File: config.mk
export PLATFORM = sky130hd
export DESIGN_NAME = ptcsm_regbank
export DESIGN_NICKNAME = d
export VERILOG_FILES = /design/src/ptcsm_timer.v /design/src/ptcsm_lfsr.v /design/src/ptcsm_regbank.v
export VERILOG_INCLUDE_DIRS = /design/src /design/src/src
export SDC_FILE = /design/constraint.sdc
export NUM_CORES = 1
export LEC_CHECK = 0
export BUFFER_PORTS_ARGS = -buffer_cell sky130_fd_sc_hd__buf_4
export CORE_UTILIZATION = 54
export DETAILED_ROUTE_END_ITERATION = 8
export GPL_ROUTABILITY_DRIVEN = 0
export PLACE_DENSITY = 0.72
export SLEW_MARGIN = 0
export SYNTH_ARGS = -nofsm -noshare
export SYNTH_HDL_FRONTEND = slang
export SYNTH_SLANG_ARGS = --single-unit
File: constraint.sdc
create_clock -name ref_clk -period 6.2 [get_ports ref_clk]
set_clock_uncertainty 0.2 [all_clocks]
set_input_delay 0.31 -clock ref_clk [delete_from_list [all_inputs] [get_ports ref_clk]]
set_output_delay 0.31 -clock ref_clk [all_outputs]
set_load 0.01 [all_outputs]
File: src/ptcsm_consts.vh
/*
  constants for the protocol timer / csma configuration bank: register
  addresses, reset values, field positions, write masks and timing.
  assumes it is included by bare name from the design files only.
*/
`ifndef PTCSM_CONSTS_VH
`define PTCSM_CONSTS_VH

// ----------------------------------------------------------------
// register addresses
// ----------------------------------------------------------------
`define PTCSM_ADDR_PROT_HI 8'h51
`define PTCSM_ADDR_PROT_LO 8'h52
`define PTCSM_ADDR_RXTO_PRE 8'h53
`define PTCSM_ADDR_RXTO_CNT 8'h54
`define PTCSM_ADDR_WAKE_PRE 8'h55
`define PTCSM_ADDR_WAKE_CNT 8'h56
`define PTCSM_ADDR_RLD_PRE 8'h57
`define PTCSM_ADDR_RLD_CNT 8'h58
`define PTCSM_ADDR_SEED_HI 8'h64
`define PTCSM_ADDR_SEED_LO 8'h65
`define PTCSM_ADDR_BU_CCA 8'h66
`define PTCSM_ADDR_LISTEN 8'h67

// ----------------------------------------------------------------
// reset values
// ----------------------------------------------------------------
`define PTCSM_RST_PROT_HI 8'h00
`define PTCSM_RST_PROT_LO 8'h08
`define PTCSM_RST_PRE 8'h01
`define PTCSM_RST_CNT 8'h00
`define PTCSM_RST_SEED_HI 8'hFF
`define PTCSM_RST_SEED_LO 8'h00
`define PTCSM_RST_BU_CCA 8'h04
`define PTCSM_RST_LISTEN 8'h00

// ----------------------------------------------------------------
// write masks (reserved bits stay zero)
// ----------------------------------------------------------------
`define PTCSM_WMASK_PROT_HI 8'hCF
`define PTCSM_WMASK_LISTEN 8'hF7

// ----------------------------------------------------------------
// field positions inside the 8-bit registers
// ----------------------------------------------------------------
`define PTCSM_HI_RELOAD_SYNC 7
`define PTCSM_HI_ACK_CARRY 6
`define PTCSM_HI_SEED_RELOAD 3
`define PTCSM_HI_CSMA_EN 2
`define PTCSM_HI_CSMA_PERS 1
`define PTCSM_HI_AUTO_FILT 0
`define PTCSM_LO_RETX_MSB 7
`define PTCSM_LO_RETX_LSB 4
`define PTCSM_LO_NO_ACK 3
`define PTCSM_BU_PRE_MSB 7
`define PTCSM_BU_PRE_LSB 2
`define PTCSM_CCA_MSB 1
`define PTCSM_CCA_LSB 0
`define PTCSM_LEN_MSB 7
`define PTCSM_LEN_LSB 4
`define PTCSM_NBO_MSB 2
`define PTCSM_NBO_LSB 0

// ----------------------------------------------------------------
// clear-channel assessment lengths in bit periods
// ----------------------------------------------------------------
`define PTCSM_CCA_BITS_0 10'h040
`define PTCSM_CCA_BITS_1 10'h080
`define PTCSM_CCA_BITS_2 10'h100
`define PTCSM_CCA_BITS_3 10'h200

// ----------------------------------------------------------------
// serial port header codes
// ----------------------------------------------------------------
`define PTCSM_HDR_WRITE 8'h00
`define PTCSM_HDR_READ 8'h01

// ----------------------------------------------------------------
// timing: timer base period and clock period, both in ns
// ----------------------------------------------------------------
`define PTCSM_TBASE_NS 1000
`define PTCSM_CLK_NS 100
`define PTCSM_TBASE_CYC (`PTCSM_TBASE_NS / `PTCSM_CLK_NS)

// ----------------------------------------------------------------
// back-off generator feedback taps
// ----------------------------------------------------------------
`define PTCSM_LFSR_TAPS 16'hB400

`endif

File: src/ptcsm_timer.v
/*
  prescaler-times-counter timer: period is prescale * count base ticks.
  assumes tick is a one-cycle enable from a divider in the parent, and
  that start, stop are one-cycle pulses or levels in the ref_clk domain.
*/
`timescale 1ns/10ps

module ptcsm_timer (
  // clock and reset
  input wire ref_clk,
  input wire rstn,
  // control
  input wire tick,
  input wire start,
  input wire stop,
  input wire [7:0] prescale,
  input wire [7:0] count,
  // status
  output reg running,
  output reg expire
);

  reg [7:0] preLoad; // prescale captured at start
  reg [7:0] preCnt;  // ticks left in the current prescale step
  reg [7:0] cntLeft; // prescale steps left

  // ----------------------------------------------------------------
  // countdown; start wins over stop so a reload is never lost
  // ----------------------------------------------------------------
  always @(posedge ref_clk) begin
    if (!rstn) begin
      running <= 1'b0;
      expire <= 1'b0;
      preLoad <= 8'h00;
      preCnt <= 8'h00;
      cntLeft <= 8'h00;
    end else begin
      expire <= 1'b0;
      if (start) begin
        // zero in either field leaves the timer disabled
        running <= (prescale != 8'h00) && (count != 8'h00);
        preLoad <= prescale;
        preCnt <= prescale;
        cntLeft <= count;
      end else if (stop) begin
        running <= 1'b0;
      end else if (running && tick) begin
        if (preCnt == 8'h01) begin
          preCnt <= preLoad;
          if (cntLeft == 8'h01) begin
            running <= 1'b0; // last step: one expiry pulse
            expire <= 1'b1;
          end else begin
            cntLeft <= cntLeft - 8'h01;
          end
        end else begin
          preCnt <= preCnt - 8'h01;
        end
      end
    end
  end

endmodule // ptcsm_timer

File: src/ptcsm_lfsr.v
/*
  16-bit galois pseudo-random generator for back-off slot choice.
  assumes load and step are one-cycle pulses in the ref_clk domain;
  an all-zero seed locks the generator at zero, software must avoid it.
*/
`timescale 1ns/10ps

`include "ptcsm_consts.vh"

module ptcsm_lfsr (
  // clock and reset
  input wire ref_clk,
  input wire rstn,
  // control
  input wire load,
  input wire [15:0] seed,
  input wire step,
  // state
  output reg [15:0] value
);

  // ----------------------------------------------------------------
  // shift right, feed taps back; load has priority over a step
  // ----------------------------------------------------------------
  always @(posedge ref_clk) begin
    if (!rstn) begin
      value <= {`PTCSM_RST_SEED_HI, `PTCSM_RST_SEED_LO};
    end else if (load) begin
      value <= seed;
    end else if (step) begin
      if (value[0]) begin
        value <= {1'b0, value[15:1]} ^ `PTCSM_LFSR_TAPS;
      end else begin
        value <= {1'b0, value[15:1]};
      end
    end
  end

endmodule // ptcsm_lfsr

File: src/ptcsm_regbank.v
/*
  protocol timer and csma configuration bank with its serial port,
  receive-timeout and wake-up timers and the back-off seed generator.
  assumes serial port pins are synchronous to ref_clk and that the
  port clock runs slower than a quarter of ref_clk; protocol events
  arrive as one-cycle pulses from the surrounding engine.
*/
`timescale 1ns/10ps

`include "ptcsm_consts.vh"

module ptcsm_regbank (
  // clock and reset
  input wire ref_clk,
  input wire rstn,
  // serial configuration port
  input wire spiCsN,
  input wire spiSclk,
  input wire spiMosi,
  output reg spiMiso,
  output reg spiMisoOe,
  // protocol engine events
  input wire syncDetected,
  input wire wakeTimerReloadCommand,
  input wire rxStart,
  input wire rxEnd,
  input wire sleepStart,
  input wire sleepEnd,
  input wire backoffStep,
  // quality indicators and their qualification settings
  input wire carrierSense,
  input wire syncQualityIndicator,
  input wire preambleQualityIndicator,
  input wire carrierSenseMask,
  input wire syncQualityMask,
  input wire preambleQualityMask,
  input wire qualityOrSelect,
  // protocol settings
  output wire sleepReloadOnSyncWord,
  output wire ackPayloadCarry,
  output wire carrierSenseAccessEnable,
  output wire carrierSensePersistent,
  output wire autoFilterEnable,
  output wire [3:0] maxRetransmissions,
  output wire noAckRequest,
  // csma settings
  output wire [5:0] backoffUnitPrescale,
  output reg [9:0] ccaBitPeriods,
  output wire [3:0] listenLength,
  output wire [2:0] maxBackoffCycles,
  output wire [15:0] backoffRandom,
  // timers
  output wire rxTimeoutRunning,
  output wire rxTimeoutExpire,
  output wire wakeTimerRunning,
  output wire wakeTimerExpire
);

  // ----------------------------------------------------------------
  // serial port phases
  // ----------------------------------------------------------------
  localparam [2:0] PH_HEAD = 3'h1; // header byte
  localparam [2:0] PH_ADDR = 3'h2; // address byte
  localparam [2:0] PH_DATA = 3'h4; // data bytes, auto-increment

  // ----------------------------------------------------------------
  // register storage
  // ----------------------------------------------------------------
  reg [7:0] protHi;   // protocol_ctrl_high
  reg [7:0] protLo;   // protocol_ctrl_low
  reg [7:0] rxtoPre;  // rx_timeout_prescale
  reg [7:0] rxtoCnt;  // rx_timeout_count
  reg [7:0] wakePre;  // wake_timer_prescale
  reg [7:0] wakeCnt;  // wake_timer_count
  reg [7:0] rldPre;   // wake_reload_prescale
  reg [7:0] rldCnt;   // wake_reload_count
  reg [7:0] seedHi;   // backoff_seed_high
  reg [7:0] seedLo;   // backoff_seed_low
  reg [7:0] buCca;    // backoff_prescale_cca_period
  reg [7:0] listen;   // listen_length_backoff_max

  // serial port state
  reg [2:0] phase;      // one-hot phase
  reg sclkPrev;         // last port clock level, for edges
  reg [2:0] bitCnt;     // bits taken in current byte
  reg [6:0] shiftIn;    // bits taken so far
  reg [7:0] shiftOut;   // read data on its way out
  reg isRead;           // header asked for a read
  reg [7:0] addr;       // current register address
  reg wrEn;             // one-cycle write strobe
  reg [7:0] wrAddr, wrData; // address and data of that write
  reg [7:0] rdData;     // combinational readback

  // divider and derived strobes
  reg [7:0] tickCnt;    // timer base divider
  reg tick;             // one-cycle timer base enable
  reg seedLoad;         // seed reload strobe
  reg [9:0] next_ccaBitPeriods;

  wire sclkRise, sclkFall, byteDone; // port clock edges, last bit in
  wire [7:0] byteIn; // byte as completed by this bit
  wire wakeReload, wakeStart; // wake timer start causes
  wire [7:0] wakeStartPre, wakeStartCnt; // values taken at start
  wire [2:0] qualMask, qualInd; // masks and indicators
  wire qualStop; // masked stop condition

  assign sclkRise = spiSclk && !sclkPrev;
  assign sclkFall = !spiSclk && sclkPrev;
  assign byteIn = {shiftIn, spiMosi};
  assign byteDone = sclkRise && (bitCnt == 3'h7);

  // ----------------------------------------------------------------
  // setting outputs straight from the register flops
  // ----------------------------------------------------------------
  assign sleepReloadOnSyncWord = protHi[`PTCSM_HI_RELOAD_SYNC];
  assign ackPayloadCarry = protHi[`PTCSM_HI_ACK_CARRY];
  assign carrierSenseAccessEnable = protHi[`PTCSM_HI_CSMA_EN];
  assign carrierSensePersistent = protHi[`PTCSM_HI_CSMA_PERS];
  assign autoFilterEnable = protHi[`PTCSM_HI_AUTO_FILT];
  // engine treats zero as no retransmission at all
  assign maxRetransmissions =
    protLo[`PTCSM_LO_RETX_MSB:`PTCSM_LO_RETX_LSB];
  assign noAckRequest = protLo[`PTCSM_LO_NO_ACK];
  assign backoffUnitPrescale =
    buCca[`PTCSM_BU_PRE_MSB:`PTCSM_BU_PRE_LSB];
  assign listenLength = listen[`PTCSM_LEN_MSB:`PTCSM_LEN_LSB];
  assign maxBackoffCycles = listen[`PTCSM_NBO_MSB:`PTCSM_NBO_LSB];

  // ----------------------------------------------------------------
  // serial port: mode 0, sample on rise, shift out on fall
  // ----------------------------------------------------------------
  always @(posedge ref_clk) begin
    if (!rstn) begin
      phase <= PH_HEAD;
      sclkPrev <= 1'b0;
      bitCnt <= 3'h0;
      shiftIn <= 7'h00;
      shiftOut <= 8'h00;
      isRead <= 1'b0;
      addr <= 8'h00;
      wrEn <= 1'b0;
      wrAddr <= 8'h00;
      wrData <= 8'h00;
      spiMiso <= 1'b0;
      spiMisoOe <= 1'b0;
    end else begin
      wrEn <= 1'b0;
      sclkPrev <= spiSclk;
      spiMisoOe <= !spiCsN; // drive only while selected
      if (spiCsN) begin
        // deselect aborts any partial byte
        phase <= PH_HEAD;
        bitCnt <= 3'h0;
        shiftOut <= 8'h00;
        spiMiso <= 1'b0;
      end else begin
        if (sclkRise) begin
          shiftIn <= byteIn[6:0];
          bitCnt <= bitCnt + 3'h1;
        end
        if (sclkFall) begin
          // next bit out; byte loaded below lands msb first
          spiMiso <= shiftOut[7];
          shiftOut <= {shiftOut[6:0], 1'b0};
        end
        if (byteDone) begin
          case (phase)
            PH_HEAD: begin
              isRead <= (byteIn == `PTCSM_HDR_READ);
              phase <= PH_ADDR;
            end
            PH_ADDR: begin
              addr <= byteIn;
              phase <= PH_DATA;
            end
            PH_DATA: begin
              // any header but the read code writes
              wrEn <= !isRead;
              wrAddr <= addr;
              wrData <= byteIn;
              addr <= addr + 8'h01;
            end
            default: begin
              phase <= PH_HEAD;
            end
          endcase
        end
        // load readback on the first port clock fall after the address is known
        if (sclkFall && phase == PH_DATA && bitCnt == 3'h0 && isRead) begin
          spiMiso <= rdData[7];
          shiftOut <= {rdData[6:0], 1'b0};
        end
      end
    end
  end

  // ----------------------------------------------------------------
  // readback mux; unmapped addresses read zero
  // ----------------------------------------------------------------
  always @* begin
    rdData = 8'h00;
    case (addr)
      `PTCSM_ADDR_PROT_HI: rdData = protHi;
      `PTCSM_ADDR_PROT_LO: rdData = protLo;
      `PTCSM_ADDR_RXTO_PRE: rdData = rxtoPre;
      `PTCSM_ADDR_RXTO_CNT: rdData = rxtoCnt;
      `PTCSM_ADDR_WAKE_PRE: rdData = wakePre;
      `PTCSM_ADDR_WAKE_CNT: rdData = wakeCnt;
      `PTCSM_ADDR_RLD_PRE: rdData = rldPre;
      `PTCSM_ADDR_RLD_CNT: rdData = rldCnt;
      `PTCSM_ADDR_SEED_HI: rdData = seedHi;
      `PTCSM_ADDR_SEED_LO: rdData = seedLo;
      `PTCSM_ADDR_BU_CCA: rdData = buCca;
      `PTCSM_ADDR_LISTEN: rdData = listen;
      default: rdData = 8'h00;
    endcase
  end

  // ----------------------------------------------------------------
  // register writes; reserved bits are masked off and stay zero
  // ----------------------------------------------------------------
  always @(posedge ref_clk) begin
    if (!rstn) begin
      protHi <= `PTCSM_RST_PROT_HI;
      protLo <= `PTCSM_RST_PROT_LO;
      rxtoPre <= `PTCSM_RST_PRE;
      rxtoCnt <= `PTCSM_RST_CNT;
      wakePre <= `PTCSM_RST_PRE;
      wakeCnt <= `PTCSM_RST_CNT;
      rldPre <= `PTCSM_RST_PRE;
      rldCnt <= `PTCSM_RST_CNT;
      seedHi <= `PTCSM_RST_SEED_HI;
      seedLo <= `PTCSM_RST_SEED_LO;
      buCca <= `PTCSM_RST_BU_CCA;
      listen <= `PTCSM_RST_LISTEN;
      seedLoad <= 1'b0;
    end else begin
      seedLoad <= 1'b0;
      if (wrEn) begin
        case (wrAddr)
          `PTCSM_ADDR_PROT_HI: begin
            protHi <= wrData & `PTCSM_WMASK_PROT_HI;
            // seed taken once per write that carries the bit
            seedLoad <= wrData[`PTCSM_HI_SEED_RELOAD];
          end
          `PTCSM_ADDR_PROT_LO: protLo <= wrData;
          `PTCSM_ADDR_RXTO_PRE: rxtoPre <= wrData;
          `PTCSM_ADDR_RXTO_CNT: rxtoCnt <= wrData;
          `PTCSM_ADDR_WAKE_PRE: wakePre <= wrData;
          `PTCSM_ADDR_WAKE_CNT: wakeCnt <= wrData;
          `PTCSM_ADDR_RLD_PRE: rldPre <= wrData;
          `PTCSM_ADDR_RLD_CNT: rldCnt <= wrData;
          `PTCSM_ADDR_SEED_HI: seedHi <= wrData;
          `PTCSM_ADDR_SEED_LO: seedLo <= wrData;
          `PTCSM_ADDR_BU_CCA: buCca <= wrData;
          `PTCSM_ADDR_LISTEN: listen <= wrData & `PTCSM_WMASK_LISTEN;
          default: begin
            // unmapped: write ignored
          end
        endcase
      end
    end
  end

  // ----------------------------------------------------------------
  // cca length decode, registered so the output is a flop
  // ----------------------------------------------------------------
  always @* begin
    next_ccaBitPeriods = `PTCSM_CCA_BITS_0;
    case (buCca[`PTCSM_CCA_MSB:`PTCSM_CCA_LSB])
      2'h0: next_ccaBitPeriods = `PTCSM_CCA_BITS_0;
      2'h1: next_ccaBitPeriods = `PTCSM_CCA_BITS_1;
      2'h2: next_ccaBitPeriods = `PTCSM_CCA_BITS_2;
      2'h3: next_ccaBitPeriods = `PTCSM_CCA_BITS_3;
      default: next_ccaBitPeriods = `PTCSM_CCA_BITS_0;
    endcase
  end

  always @(posedge ref_clk) begin
    if (!rstn)
      ccaBitPeriods <= `PTCSM_CCA_BITS_0;
    else
      ccaBitPeriods <= next_ccaBitPeriods;
  end

  // ----------------------------------------------------------------
  // timer base divider: one tick per base period
  // ----------------------------------------------------------------
  always @(posedge ref_clk) begin
    if (!rstn) begin
      tickCnt <= 8'h00;
      tick <= 1'b0;
    end else if ({24'h000000, tickCnt} == `PTCSM_TBASE_CYC - 1) begin
      tickCnt <= 8'h00;
      tick <= 1'b1;
    end else begin
      tickCnt <= tickCnt + 8'h01;
      tick <= 1'b0;
    end
  end

  // ----------------------------------------------------------------
  // rx timeout qualification by masked indicators
  // ----------------------------------------------------------------
  assign qualMask = {carrierSenseMask, syncQualityMask,
                     preambleQualityMask};
  assign qualInd = {carrierSense, syncQualityIndicator,
                    preambleQualityIndicator};
  // no mask bit set means no indicator may stop the timeout
  assign qualStop = (qualMask != 3'h0) &&
    (qualityOrSelect ? ((qualMask & qualInd) != 3'h0)
                     : ((qualInd | ~qualMask) == 3'h7));

  ptcsm_timer u_rxTimeout (
    .ref_clk(ref_clk), .rstn(rstn), .tick(tick),
    .start(rxStart), .stop(rxEnd || qualStop),
    .prescale(rxtoPre), .count(rxtoCnt),
    .running(rxTimeoutRunning), .expire(rxTimeoutExpire)
  );

  // ----------------------------------------------------------------
  // wake timer: normal values on sleep entry, reload values otherwise
  // ----------------------------------------------------------------
  assign wakeReload = wakeTimerReloadCommand ||
    (syncDetected && protHi[`PTCSM_HI_RELOAD_SYNC]);
  assign wakeStart = sleepStart || wakeReload;
  // reload wins over a sleep entry in the same cycle
  assign wakeStartPre = wakeReload ? rldPre : wakePre;
  assign wakeStartCnt = wakeReload ? rldCnt : wakeCnt;

  ptcsm_timer u_wakeTimer (
    .ref_clk(ref_clk), .rstn(rstn), .tick(tick),
    .start(wakeStart), .stop(sleepEnd),
    .prescale(wakeStartPre), .count(wakeStartCnt),
    .running(wakeTimerRunning), .expire(wakeTimerExpire)
  );

  // ----------------------------------------------------------------
  // back-off random generator
  // ----------------------------------------------------------------
  ptcsm_lfsr u_backoffRandom (
    .ref_clk(ref_clk), .rstn(rstn), .load(seedLoad),
    .seed({seedHi, seedLo}), .step(backoffStep),
    .value(backoffRandom)
  );

endmodule // ptcsm_regbank

; Yosys cells after proc, flatten, opt, wreduce, memory -nomap -nowiden
; Cells that the tools add are included.
; W data, S select, Z words.
[classes]
n_reduce_logical = 69
n_eq_ne = 42
n_mux = 45
bitwise = 12
addsub = 7
[op_table]
columns = operator, n
row1 = $eq A8 B7 Y1 const B, 24
row2 = $mux W8, 22
row3 = $pmux W8 S12, 1
row4 = $mux W16, 3
row5 = $eq A8 B1 Y1 const B, 5
row6 = $pmux W10 S4, 1
row7 = $reduce_and A2 Y1, 16
row8 = $reduce_bool A8 Y1, 4
row9 = $sub A8 B1 Y8 const B, 4
row10 = $reduce_bool A3 Y1, 8
row11 = $reduce_and A3 Y1, 6
row12 = $add A8 B1 Y8 const B, 2
row13 = $mux W1, 16
row14 = $pmux W8 S2, 1
row15 = $reduce_bool A2 Y1, 7
row16 = $logic_and A1 B1 Y1, 12
row17 = $reduce_or A5 Y1, 2
row18 = $eq A3 B3 Y1 const B, 3
row19 = $pmux W3 S3, 1
row20 = $eq A8 B4 Y1 const B, 1
row21 = $not A1 Y1, 8
row22 = $reduce_and A4 Y1, 2
row23 = $eq A2 B2 Y1 const B, 2
row24 = $logic_not A1 Y1, 4
row25 = other kinds (15), 20
[totals]
word_cells = 214
reg_bits = 230
out_inout_bits = 55
input_bits = 19

; Logic depth before layout (Yosys ltp)
; Gate-level depths: netlist (run 1).
[depth]
word_depth = 8
mapped_depth = 10

; Modules after synthesis
; Synthesis (run 1) repeated with hierarchy kept, for this count alone.
[hier_totals]
hier_cells = 1249
hier_area_um2 = 11345.9
[modules_own_cells]
columns = mod, seq_area_each_um2, n_inst, cells_per_inst, area_per_inst_um2
row1 = ptcsm_regbank, 3123.0, 1, 828, 7631.1
row2 = ptcsm_timer, 520.5, 2, 172, 1438.9
row3 = ptcsm_lfsr, 320.3, 1, 77, 837.1

; Least setup slack after synthesis (run 1)
; No wires, ideal clock.
[synth_path]
kind = register to register
start = reg u_rxTimeout.cntLeft[3]
end = reg u_rxTimeout.cntLeft[2]
path_slack_ns = 3.831
n_path_buf = 1
setup_ns = 0.117
arrival_time_ns = 2.051
required_time_ns = 5.883
stages_incl_launch_ff = 7
path_cell_list = dfxtp_1 or4_1 or4b_1 buf_2 and3_4 a21o_2 a32o_1
[synth_via]
elab_chain_len = 3
[synth_rtl]
columns = item, line_no
row1 = from (decl), ptcsm_timer.v:25  ; reg [7:0] cntLeft;
row2 = from (signal assigned), ptcsm_timer.v:44  ; cntLeft <= count;
row3 = from (signal assigned), ptcsm_timer.v:54  ; cntLeft <= cntLeft - 8'h01;
row4 = $eq A8 B1 Y1, ptcsm_timer.v:50  ; if (cntLeft == 8'h01) begin
row5 = $ne A2 B2 Y1 (no source line), --
row6 = $reduce_and A4 Y1 (no source line), --
; No other way between the ends.
; A chain may end at the register's enable or synchronous reset.

; Worst setup path after layout (run 1)
[layout_path]
start = reg addr[2]
end = reg shiftOut[4]
[layout_via]
elab_chain_len = 3
elab_cells_between_ends = 14
classes_between = eq/ne: 12 / mux: 2
[layout_rtl]
columns = item, line_no
row1 = from (decl), ptcsm_regbank.v:89  ; reg [7:0] addr;
row2 = from (signal assigned), ptcsm_regbank.v:173  ; addr <= byteIn;
row3 = from (signal assigned), ptcsm_regbank.v:181  ; addr <= addr + 8'h01;
row4 = $eq A8 B7 Y1, ptcsm_regbank.v:202  ; case (addr)
row5 = $pmux W8 S12 *, ptcsm_regbank.v:202
row6 = $mux W8 *, ptcsm_regbank.v:189  ; if (sclkFall && phase == PH_DATA && bitCnt == 3'h0 && isRead) begin
row7 = to (signal assigned), ptcsm_regbank.v:164  ; shiftOut <= {shiftOut[6:0], 1'b0};
row8 = to (signal assigned), ptcsm_regbank.v:191  ; shiftOut <= {rdData[6:0], 1'b0};
row9 = to (decl), ptcsm_regbank.v:87  ; reg [7:0] shiftOut;
; Every way passes the cells marked *; elsewhere a longest branch is shown, timed or not.

==> results of run 1 <==
-- per-stage QoR --
step	util, %	power [mW]
floorplan	-	1.62
global placement	57.4	1.66
detailed placement	57.4	1.66
CTS	61.6	3.04
global route	61.6	3.12
finish	61.6	3.02
-- power by group through the flow --
| stage | sequential (mW) | clock, mW | combinational, mW |
|---|---|---|---|
| 6_report | 1.48 | 1.39 | 0.156 |
| 5_1_grt | 1.48 | 1.46 | 0.174 |
| 4_1_cts | 1.48 | 1.41 | 0.157 |
| 3_5_place_dp | 1.51 | 0 | 0.154 |
| 3_3_place_gp | 1.51 | 0 | 0.151 |
| 2_1_floorplan | 1.50 | 0 | 0.116 |
-- path summary, 6_finish.rpt --
check                                from     endpoint  slack [ns]  depth (start not counted)
worst max-delay path              addr[2]  shiftOut[4]        3.15                          6
worst min-delay path                 rstn    listen[7]        0.03                          3
worst max register to register    addr[2]  shiftOut[4]        3.15                          6
worst min register to register  wrAddr[7]    wrAddr[7]        0.25                          2
-- cell type report --
| class | count | share of cell area [%] |
|---|---|---|
| inverter | 24 | 0.773 |
| multi-input combinational | 927 | 47.6 |
| clock buffer | 34 | 5.91 |
| timing repair buffer | 78 | 4.97 |
| clock inverter | 9 | 0.564 |
| tap | 265 | 2.77 |
| sequential | 224 | 37.4 |
-- routing by layer --
metal,vias to the layer above,GRT usage [%],part of all wire [%]
li1,4490,-,-
met1,4352,37.2,44
met2,296,47.4,47
met3,73,3.92,6.5
met4,0,9.39,3.1
met5,-,0,0
-- worst reg2reg max path: stages (launching register included) --
cell and delay, ns:
dfxtp_1 0.89, and4bb_2 0.41, and2_1 0.38, o21ai_0 0.20, a211oi_2 0.55, o21ai_0 0.20, a21oi_1 0.16
-- what timing repair did --
action / 4_1_cts / 5_1_grt
endpoints found under the hold margin: 8 / 0
hold buffers: 4 / 0
setup endpoints to repair: 0 / 0
-- cells by family (layout without fill, tap and decap cells) --
group / after synthesis / after routing / share of synthesized area [%]
AND/OR/NAND/NOR: 481 / 481 / 21.1
flip-flops: 224 / 224 / 41.9
multiplexers: 124 / 124 / 11.7
XOR/XNOR: 25 / 25 / 2.05
buffers and inverters: 124 / 145 / 4.95
other: 1 / 6 / 0.0351
AO/OA/AOI/OAI: 274 / 274 / 16.2
adder cells (fa/ha/maj): 17 / 17 / 1.99
-- placed cells by master (no fill, tap or decap), drive strengths merged, types with 17 or more instances in the layout --
| cell type | synthesis | final |
|---|---|---|
| dfxtp | 224 | 224 |
| nor4 | 17 | 17 |
| inv | 23 | 24 |
| a22oi | 25 | 25 |
| o21ai | 54 | 54 |
| buf | 24 | 74 |
| nand2 | 135 | 135 |
| nor3 | 21 | 21 |
| nand2b | 19 | 19 |
| clkbuf | 76 | 34 |
| nand3 | 40 | 40 |
| ha | 17 | 17 |
| mux2i | 117 | 117 |
| nor2 | 177 | 177 |
| a21oi | 106 | 106 |
==> out/results.txt, run 1 <==
Slew headroom -> 25.7%
final antenna diode count -> 0
Post-synth EDFFs -> 0
share of cells above drive strength 1 -> 11.0%
Post-CTS Setup Repair Bufs -> 0
Hold Slack -> 0.0251 ns
final cell area excluding filler cells -> 0.0120 mm^2
Max-cap violations -> 0
CP max-delay cell -> dfxtp_1
Finished Layout Cells -> 1561
crit path cell chain -> and4bb_2, and2_1, o21ai_0, a211oi_2, o21ai_0, a21oi_1
vias in the first global route -> 8570
Vias -> 9211
fin. max-slew vios -> 0
ys flop type -> dfxtp_1
core area -> 0.0195 mm^2
Skew-Pair Late Insertion Delay -> 0.54 ns
fmax -> 328 MHz
layout filler cell count -> 1735
drt first pass iters -> 5
Int Power -> 2.32 mW
Bufs and invs on worst path -> 0
Layout area overhead -> 12.1%
Switch Pwr -> 0.706 mW
Via density -> 5.90
RSZ-0062 raised after global routing -> false
combinational share of power -> 5.2%
clock sink count -> 224
wire per inst -> 18.3 um
synthesized area -> 0.0107 mm^2
Hold Path Class -> input port to flop
Initial Util -> 54.9%
most frequent cell after synthesis -> dfxtp_1
DP Wirelength -> 19100 um
nets -> 1315
CP endpoint kind -> flop
Setup TNS -> 0 ns
max reg flops -> 16
CTS max path bufs -> 3
final hold vios -> 0
H-Tree Depth -> 1
CTS tree -> done
Remaining DRCs -> 0
largest net degree at the start of global routing -> 102
Ports -> 74
slowest cell delay on critical path -> 0.89 ns
Die Y -> 143 um
Setup crit start kind -> flop
die width -> 143 um
Rows -> 51
post-synthesis register bit count -> 224
final setup margin -> 3.15 ns
top cells by count, synth -> 224 x dfxtp_1, 177 x nor2_1, 135 x nand2_1
critical path fanouts, max -> 22
Total GRT Usage -> 28.2%
DIE AREA -> 0.0204 mm^2
GRT overflow -> 0
area fraction of the dominant cell type after synthesis -> 41.9%
power density over the cells -> 252 mW/mm^2
Peak VDD IR -> 0.217 mV
Req. time, crit path -> 6.47 ns
area occupied by multi-input gates -> 0.00570 mm^2
Synth cell types -> 75
I/O Buffers -> 67
Avg Inst Size Synth -> 8.42 um^2
Worst-Margin Slew -> 1.10 ns
status -> finished, final reports clean
# resized after CTS -> 0
Seq. cell area -> 0.00448 mm^2
initial antenna violation count -> 0
sequential share of power -> 48.8%
Static Leak -> 4.75 nW
Post-Syn Instances -> 1270
arrival time at the worst endpoint -> 3.32 ns
most used cell, CP -> o21ai_0
Seq/Total Area, Yosys -> 41.9%
final worst path period need -> 3.05 ns
CTS Buf Count -> 24
sw frac -> 23.4%
Clock transition at path regs -> 0.06 ns
Final setup viols -> 0
first-pass GRT wire length -> 45300 um
final WL -> 28500 um
Synthesis Warnings -> 0
Initial DRC Count -> 724
Reg with most FFs -> u_backoffRandom.value
ys async rst share -> 0%
antenna viol nets, final -> 0
Yosys top cell by area -> dfxtp_1
Setup WS pre-CTS -> 3.28 ns
Final Cycle Share -> 49.2%
critical path class -> flop to flop
main area contributors after synthesis -> dfxtp_1 42%, mux2i_1 11%, nor2_1 6.2%
clock share of power -> 46.0%
cell family with most CP delay -> compound AO/OA/AOI/OAI gates
placed inst area -> 0.0112 mm^2
Inst Count DP -> 1514
Root Buffer -> clkbuf_16
No activity file was read; power rests on OpenSTA's default activity.
==> run 2: changes to the inputs <==
--- a/config.mk
+++ b/config.mk
@@ -10,7 +10,7 @@
 export CORE_UTILIZATION = 54
 export DETAILED_ROUTE_END_ITERATION = 8
 export GPL_ROUTABILITY_DRIVEN = 0
-export PLACE_DENSITY = 0.72
+export PLACE_DENSITY = 0.75
 export SLEW_MARGIN = 0
 export SYNTH_ARGS = -nofsm -noshare
 export SYNTH_HDL_FRONTEND = slang
==> constraint.sdc (replaced) <==
create_clock -name ref_clk -period 2.6 [get_ports ref_clk]
set_clock_uncertainty 0.2 [all_clocks]
set_input_delay 0.13 -clock ref_clk [delete_from_list [all_inputs] [get_ports ref_clk]]
set_output_delay 0.13 -clock ref_clk [all_outputs]
set_load 0.01 [all_outputs]
==> out/results.txt, run 2 (synthesis results as in run 1) <==
Worst Hold Path EP -> u_rxTimeout.running
Static Leak -> 4.94 nW (+4.1%)
Crit Reg-Reg Endpoint -> u_rxTimeout.cntLeft[1]
Remaining DRCs -> 0 (unchanged)
Root Buffer -> clkbuf_16
Skew-Pair Late Insertion Delay -> 0.53 ns (about the same)
arrival time at the worst endpoint -> 2.75 ns (-0.57 ns)
wire per inst -> 18.0 um (-1.2%)
Peak VDD IR -> 0.524 mV (+140%)
power density over the cells -> 603 mW/mm^2 (+140%)
final antenna diode count -> 0 (unchanged)
Via density -> 5.96 (+1.1%)
Layout area overhead -> 15.5%
Vias -> 9512 (+3.3%)
Ports -> 74 (unchanged)
Max Used Layer -> met4
core area -> 0.0195 mm^2 (unchanged)
RSZ-0062 raised after global routing -> false
Clock transition at path regs -> 0.06 ns (about the same)
Final Cycle Share -> 96.0% (+47 points)
nets -> 1349 (+2.6%)
R2R Path Start -> u_rxTimeout.cntLeft[3]
share of cells above drive strength 1 -> 12.8% (+1.7 points)
die width -> 143 um (unchanged)
I/O Buffers -> 67 (unchanged)
DIE AREA -> 0.0204 mm^2 (unchanged)
slowest cell delay on critical path -> 0.65 ns (-0.24 ns)
antenna viol nets, final -> 0 (unchanged)
metal2 WL -> 13600 um (+2.2%)
drt first pass iters -> 5 (unchanged)
commonest non-fill, non-tap cell in the layout -> dfxtp_1
Slew headroom -> 45.6% (+20 points)
Req. time, crit path -> 2.85 ns (-3.62 ns)
sequential share of power -> 47.3% (-1.5 points)
DP Wirelength -> 19100 um (about the same)
vias in the first global route -> 8790 (+2.6%)
final WL -> 28800 um (+0.93%)
min-delay src -> carrierSense
Rows -> 51 (unchanged)
Int Power -> 5.78 mW (+150%)
largest net degree at the start of global routing -> 137 (+34%)
most frequent cells in the layout -> 224 x dfxtp_1, 177 x nor2_1, 135 x nand2_1, 117 x mux2i_1, 105 x a21oi_1
CP Depth -> 5 (-1)
fmax -> 401 MHz (+22%)
combinational share of power -> 5.4% (+0.2 points)
Hold Path Class -> input port to flop
final hold vios -> 0 (unchanged)
Reg2Reg Setup Slack -> 0.10 ns (-3.05 ns)
crit path cell chain -> or4_1, or4b_1, and3_4, a211o_1, a21oi_2
met3 routed WL -> 2060 um (+11%)
Reg with most FFs -> u_backoffRandom.value
Initial DRC Count -> 723 (-0.14%)
critical path fanouts, max -> 6 (-73%)
Hold Slack -> 0.0534 ns (+0.0283 ns)
Bufs and invs on worst path -> 0 (unchanged)
clock share of power -> 47.3% (+1.3 points)
Max-cap violations -> 0 (unchanged)
hold path depth -> 6 (+3)
initial antenna violation count -> 0 (unchanged)
final worst path period need -> 2.50 ns (-0.554 ns)
Die Y -> 143 um (unchanged)
worst r2r path cells -> 5 (-1)
layout filler cell count -> 1684 (-2.9%)
CTS max path bufs -> 3 (unchanged)
wl on met1 -> 12100 um (-2.7%)
Total GRT Usage -> 28.3% (+0.055 points)
Post-CTS Setup Repair Bufs -> 0 (unchanged)
status -> finished, final reports clean
clock sink count -> 224 (unchanged)
fin. max-slew vios -> 0 (unchanged)
first-pass GRT wire length -> 45800 um (+1.1%)
Final setup viols -> 0 (unchanged)
H-Tree Depth -> 1 (unchanged)
Switch Pwr -> 1.66 mW (+130%)
placed inst area -> 0.0114 mm^2 (+1.7%)
CTS tree -> done
sw frac -> 22.3% (-1.1 points)
CP endpoint kind -> flop
Initial Util -> 54.9% (unchanged)
Inst Count DP -> 1538 (+1.6%)
final cell area excluding filler cells -> 0.0123 mm^2 (+3.0%)
cell family with most CP delay -> simple AND/OR/NAND/NOR gates
Setup TNS -> 0 ns (unchanged)
CTS Buf Count -> 24 (unchanged)
Finished Layout Cells -> 1595 (+2.2%)
GRT overflow -> 0 (unchanged)
Setup crit start kind -> flop
max reg flops -> 16 (unchanged)
Worst-Margin Slew -> 0.816 ns (-0.284 ns)
critical path class -> flop to flop
CP max-delay cell -> or4b_1
==> run 2: final cells by class <==
| cell class | count | area [um^2] | area share (%) |
|---|---|---|---|
| Sequential cell | 224 | 4480 | 36.3 |
| Inverter | 24 | 92.6 | 0.750 |
| Clock inverter | 9 | 100 | 0.811 |
| Tap cell | 265 | 332 | 2.69 |
| Timing Repair Buffer | 112 | 888 | 7.20 |
| Clock buffer | 34 | 729 | 5.91 |
| Multi-Input combinational cell | 927 | 5720 | 46.3 |
==> run 2: through the flow <==
step	util, %	power, mW	setup slack, ns
finish	63.4	7.44	0.104
CTS	63.3	7.49	0.0947
global placement	58.4	3.96	0.136
global route	63.4	7.67	0.0173
floorplan	-	3.86	0.231
detailed placement	58.4	3.97	0.112
==> run 2: what timing repair did <==
| action | in CTS | in global routing |
|---|---|---|
| endpoints found under the setup margin | 0 | 14 |
| resized for setup | 0 | 3 |
| hold endpoints to repair | 92 | 0 |
| hold buffers | 14 | 0 |
==> run 2: worst max-delay path by stage <==
stage / endpoint / start / slack, ns
2_1_floorplan: u_rxTimeout.cntLeft[2] / u_rxTimeout.cntLeft[3] / 0.23
3_3_place_gp: u_wakeTimer.cntLeft[5] / u_wakeTimer.cntLeft[2] / 0.14
3_5_place_dp: shiftOut[2] / addr[0] / 0.11
4_1_cts: u_wakeTimer.cntLeft[7] / u_wakeTimer.cntLeft[2] / 0.09
5_1_grt: u_wakeTimer.preCnt[3] / u_wakeTimer.preCnt[0] / 0.02
6_report: u_rxTimeout.cntLeft[1] / u_rxTimeout.cntLeft[3] / 0.10
==> run 2: worst register-to-register path: cells and delay by family, from the launching register on <==
| family | cells | cell delay (ns) |
|---|---|---|
| AOI/OAI and AO/OA | 2 | 0.44 |
| DFF | 1 | 0.34 |
| and+or+nand+nor | 3 | 1.45 |
==> run 2: layer usage <==
layer	global-route usage (%)	up-vias
li1	-	4571
met1	36.2	4524
met2	47.5	337
met3	4.73	80
met4	10.7	0
met5	0	-
==> run 2: power groups by stage <==
| stage | clock network (mW) | registers [mW] | logic (mW) |
|---|---|---|---|
| 6_report | 3.52 | 3.52 | 0.399 |
| 5_1_grt | 3.71 | 3.52 | 0.442 |
| 4_1_cts | 3.57 | 3.52 | 0.395 |
| 3_5_place_dp | 0 | 3.59 | 0.375 |
| 3_3_place_gp | 0 | 3.59 | 0.368 |
| 2_1_floorplan | 0 | 3.59 | 0.276 |
==> run 3: changes to the inputs <==
--- a/config.mk
+++ b/config.mk
@@ -6,7 +6,9 @@
 export SDC_FILE = /design/constraint.sdc
 export NUM_CORES = 1
 export LEC_CHECK = 0
-export BUFFER_PORTS_ARGS = -buffer_cell sky130_fd_sc_hd__buf_4
+export BUFFER_PORTS_ARGS = -buffer_cell sky130_fd_sc_hd__buf_2
+export CAP_MARGIN = 10
+export CORE_MARGIN = 4
 export CORE_UTILIZATION = 54
 export DETAILED_ROUTE_END_ITERATION = 8
 export GPL_ROUTABILITY_DRIVEN = 0
==> out/results.txt, run 3 (synthesis results as in run 1) <==
GRT overflow -> 0 (unchanged)
Tot Pwr -> 7.55 mW (+1.5%)
share of cells above drive strength 1 -> 13.0% (+0.19 points)
final hold vios -> 0 (unchanged)
fmax -> 401 MHz (+0.15%)
Vias -> 9508 (-0.042%)
Layout area overhead -> 14.1%
nets -> 1346 (-0.22%)
CTS Buf Count -> 24 (unchanged)
Initial Util -> 54.9% (unchanged)
Final Cycle Share -> 95.8% (-0.15 points)
Setup WS pre-CTS -> 0.114 ns (+0.00267 ns)
final setup margin -> 0.108 ns (+0.00385 ns)
Final setup viols -> 0 (unchanged)
fin. max-slew vios -> 0 (unchanged)
Slew headroom -> 39.9% (-5.7 points)
max reg flops -> 16 (unchanged)
Worst-Margin Slew -> 0.901 ns (+0.0854 ns)
DP Wirelength -> 19100 um (about the same)
Reg with most FFs -> u_backoffRandom.value
Root Buffer -> clkbuf_16
DIE AREA -> 0.0221 mm^2 (+8.6%)
Initial DRC Count -> 746 (+3.2%)
CTS tree -> done
grt met1 use -> 34.7% (-1.5 points)
I/O Buffers -> 67 (unchanged)
worst r2r path cells -> 5 (unchanged)
first-pass GRT wire length -> 46700 um (+2.0%)
die width -> 149 um (+4.2%)
final worst path period need -> 2.49 ns (-0.00385 ns)
vias in the first global route -> 8936 (+1.7%)
Setup TNS -> 0 ns (unchanged)
Req. time, crit path -> 2.80 ns (-0.05 ns)
Rows -> 51 (unchanged)
Hold Path Class -> input port to flop
antenna viol nets, final -> 0 (unchanged)
final WL -> 28700 um (-0.26%)
commonest non-fill, non-tap cell in the layout -> dfxtp_1
H-Tree Depth -> 1 (unchanged)
Die Y -> 149 um (+4.2%)
R2R Path Start -> u_rxTimeout.cntLeft[3]
Layout Utilization -> 62.7% (-0.76 points)
critical path class -> flop to flop
met3 usage -> 3.78% (-0.95 points)
CTS max path bufs -> 3 (unchanged)
initial antenna violation count -> 0 (unchanged)
drt first pass iters -> 6 (+1)
Worst Setup SP -> u_rxTimeout.cntLeft[3]
final antenna diode count -> 0 (unchanged)
Total GRT Usage -> 25.6% (-2.6 points)
critical path fanouts, max -> 6 (unchanged)
layout filler cell count -> 1629 (-3.3%)
met2 Usage GRT -> 41.6% (-5.9 points)
Peak VDD IR -> 0.487 mV (-7.2%)
Skew-Pair Late Insertion Delay -> 0.52 ns (about the same)
CP endpoint kind -> flop
Remaining DRCs -> 0 (unchanged)
min-delay src -> backoffStep
arrival time at the worst endpoint -> 2.70 ns (-0.05 ns)
Via density -> 5.98 (+0.21%)
Ports -> 74 (unchanged)
power density over the cells -> 619 mW/mm^2 (+2.7%)
hold path depth -> 5 (-1)
GR peak layer -> met2
Setup crit start kind -> flop
wire per inst -> 18.0 um (about the same)
Static Leak -> 4.91 nW (-0.54%)
status -> finished, final reports clean
core area -> 0.0195 mm^2 (unchanged)
Post-CTS Setup Repair Bufs -> 0 (unchanged)
most frequent cells in the layout -> 224 x dfxtp_1, 177 x nor2_1, 135 x nand2_1, 117 x mux2i_1, 105 x a21oi_1
largest net degree at the start of global routing -> 69 (-50%)
RSZ-0062 raised after global routing -> false
clock sink count -> 224 (unchanged)
Max-cap violations -> 0 (unchanged)
Clock transition at path regs -> 0.06 ns (about the same)
## run 3: per-layer routing
metal,vias up,routed length (um)
met1,4501,12300
li1,4552,-
met2,370,13200
met5,-,0
met4,0,1040
met3,85,2090
## run 3: what timing repair did
item / in CTS / in global routing
hold buffers: 12 / 0
hold endpoints to repair: 80 / 0
setup endpoints to repair: 0 / 18
resized for setup: 0 / 6
## run 3: critical path, cell delays in order, from the launching register on
cell     delay (ns)
dfxtp_1        0.34
or4_1          0.55
or4b_1         0.65
and3_4         0.26
a21o_2         0.20
a32o_1         0.19
## run 3: final cells by class
| type | count | area [um^2] | share of cell area [%] |
|---|---|---|---|
| Tap cell | 265 | 332 | 2.72 |
| Multi-Input combinational cell | 927 | 5730 | 47.0 |
| Inverter | 24 | 92.6 | 0.759 |
| Sequential cell | 224 | 4480 | 36.8 |
| Timing Repair Buffer | 109 | 706 | 5.79 |
| Clock buffer | 33 | 726 | 5.95 |
| Clock inverter | 9 | 126 | 1.04 |
## run 3: report_power, final
part	internal (mW)	switching (mW)	total (mW)
Combinational	0.153	0.233	0.386
Sequential	3.48	0.0408	3.52
Clock	2.24	1.41	3.65
## run 3: metrics by stage
step / hold WS, ns / area (um^2) / std cells
detailed placement: 0.185 / 11200 / 1537
global placement: 0.176 / 11200 / 1537
global route: 0.0913 / 12200 / 1591
floorplan: 0.0517 / 10700 / 1275
finish: 0.0465 / 12200 / 1591
CTS: 0.0351 / 12200 / 1591
## run 3: final timing paths
| kind | slack, ns | end |
|---|---|---|
| max reg2reg | 0.11 | u_rxTimeout.cntLeft[2] |
| min | 0.05 | u_backoffRandom.value[0] |
| min reg2reg | 0.26 | wrAddr[6] |
| max | 0.11 | u_rxTimeout.cntLeft[2] |
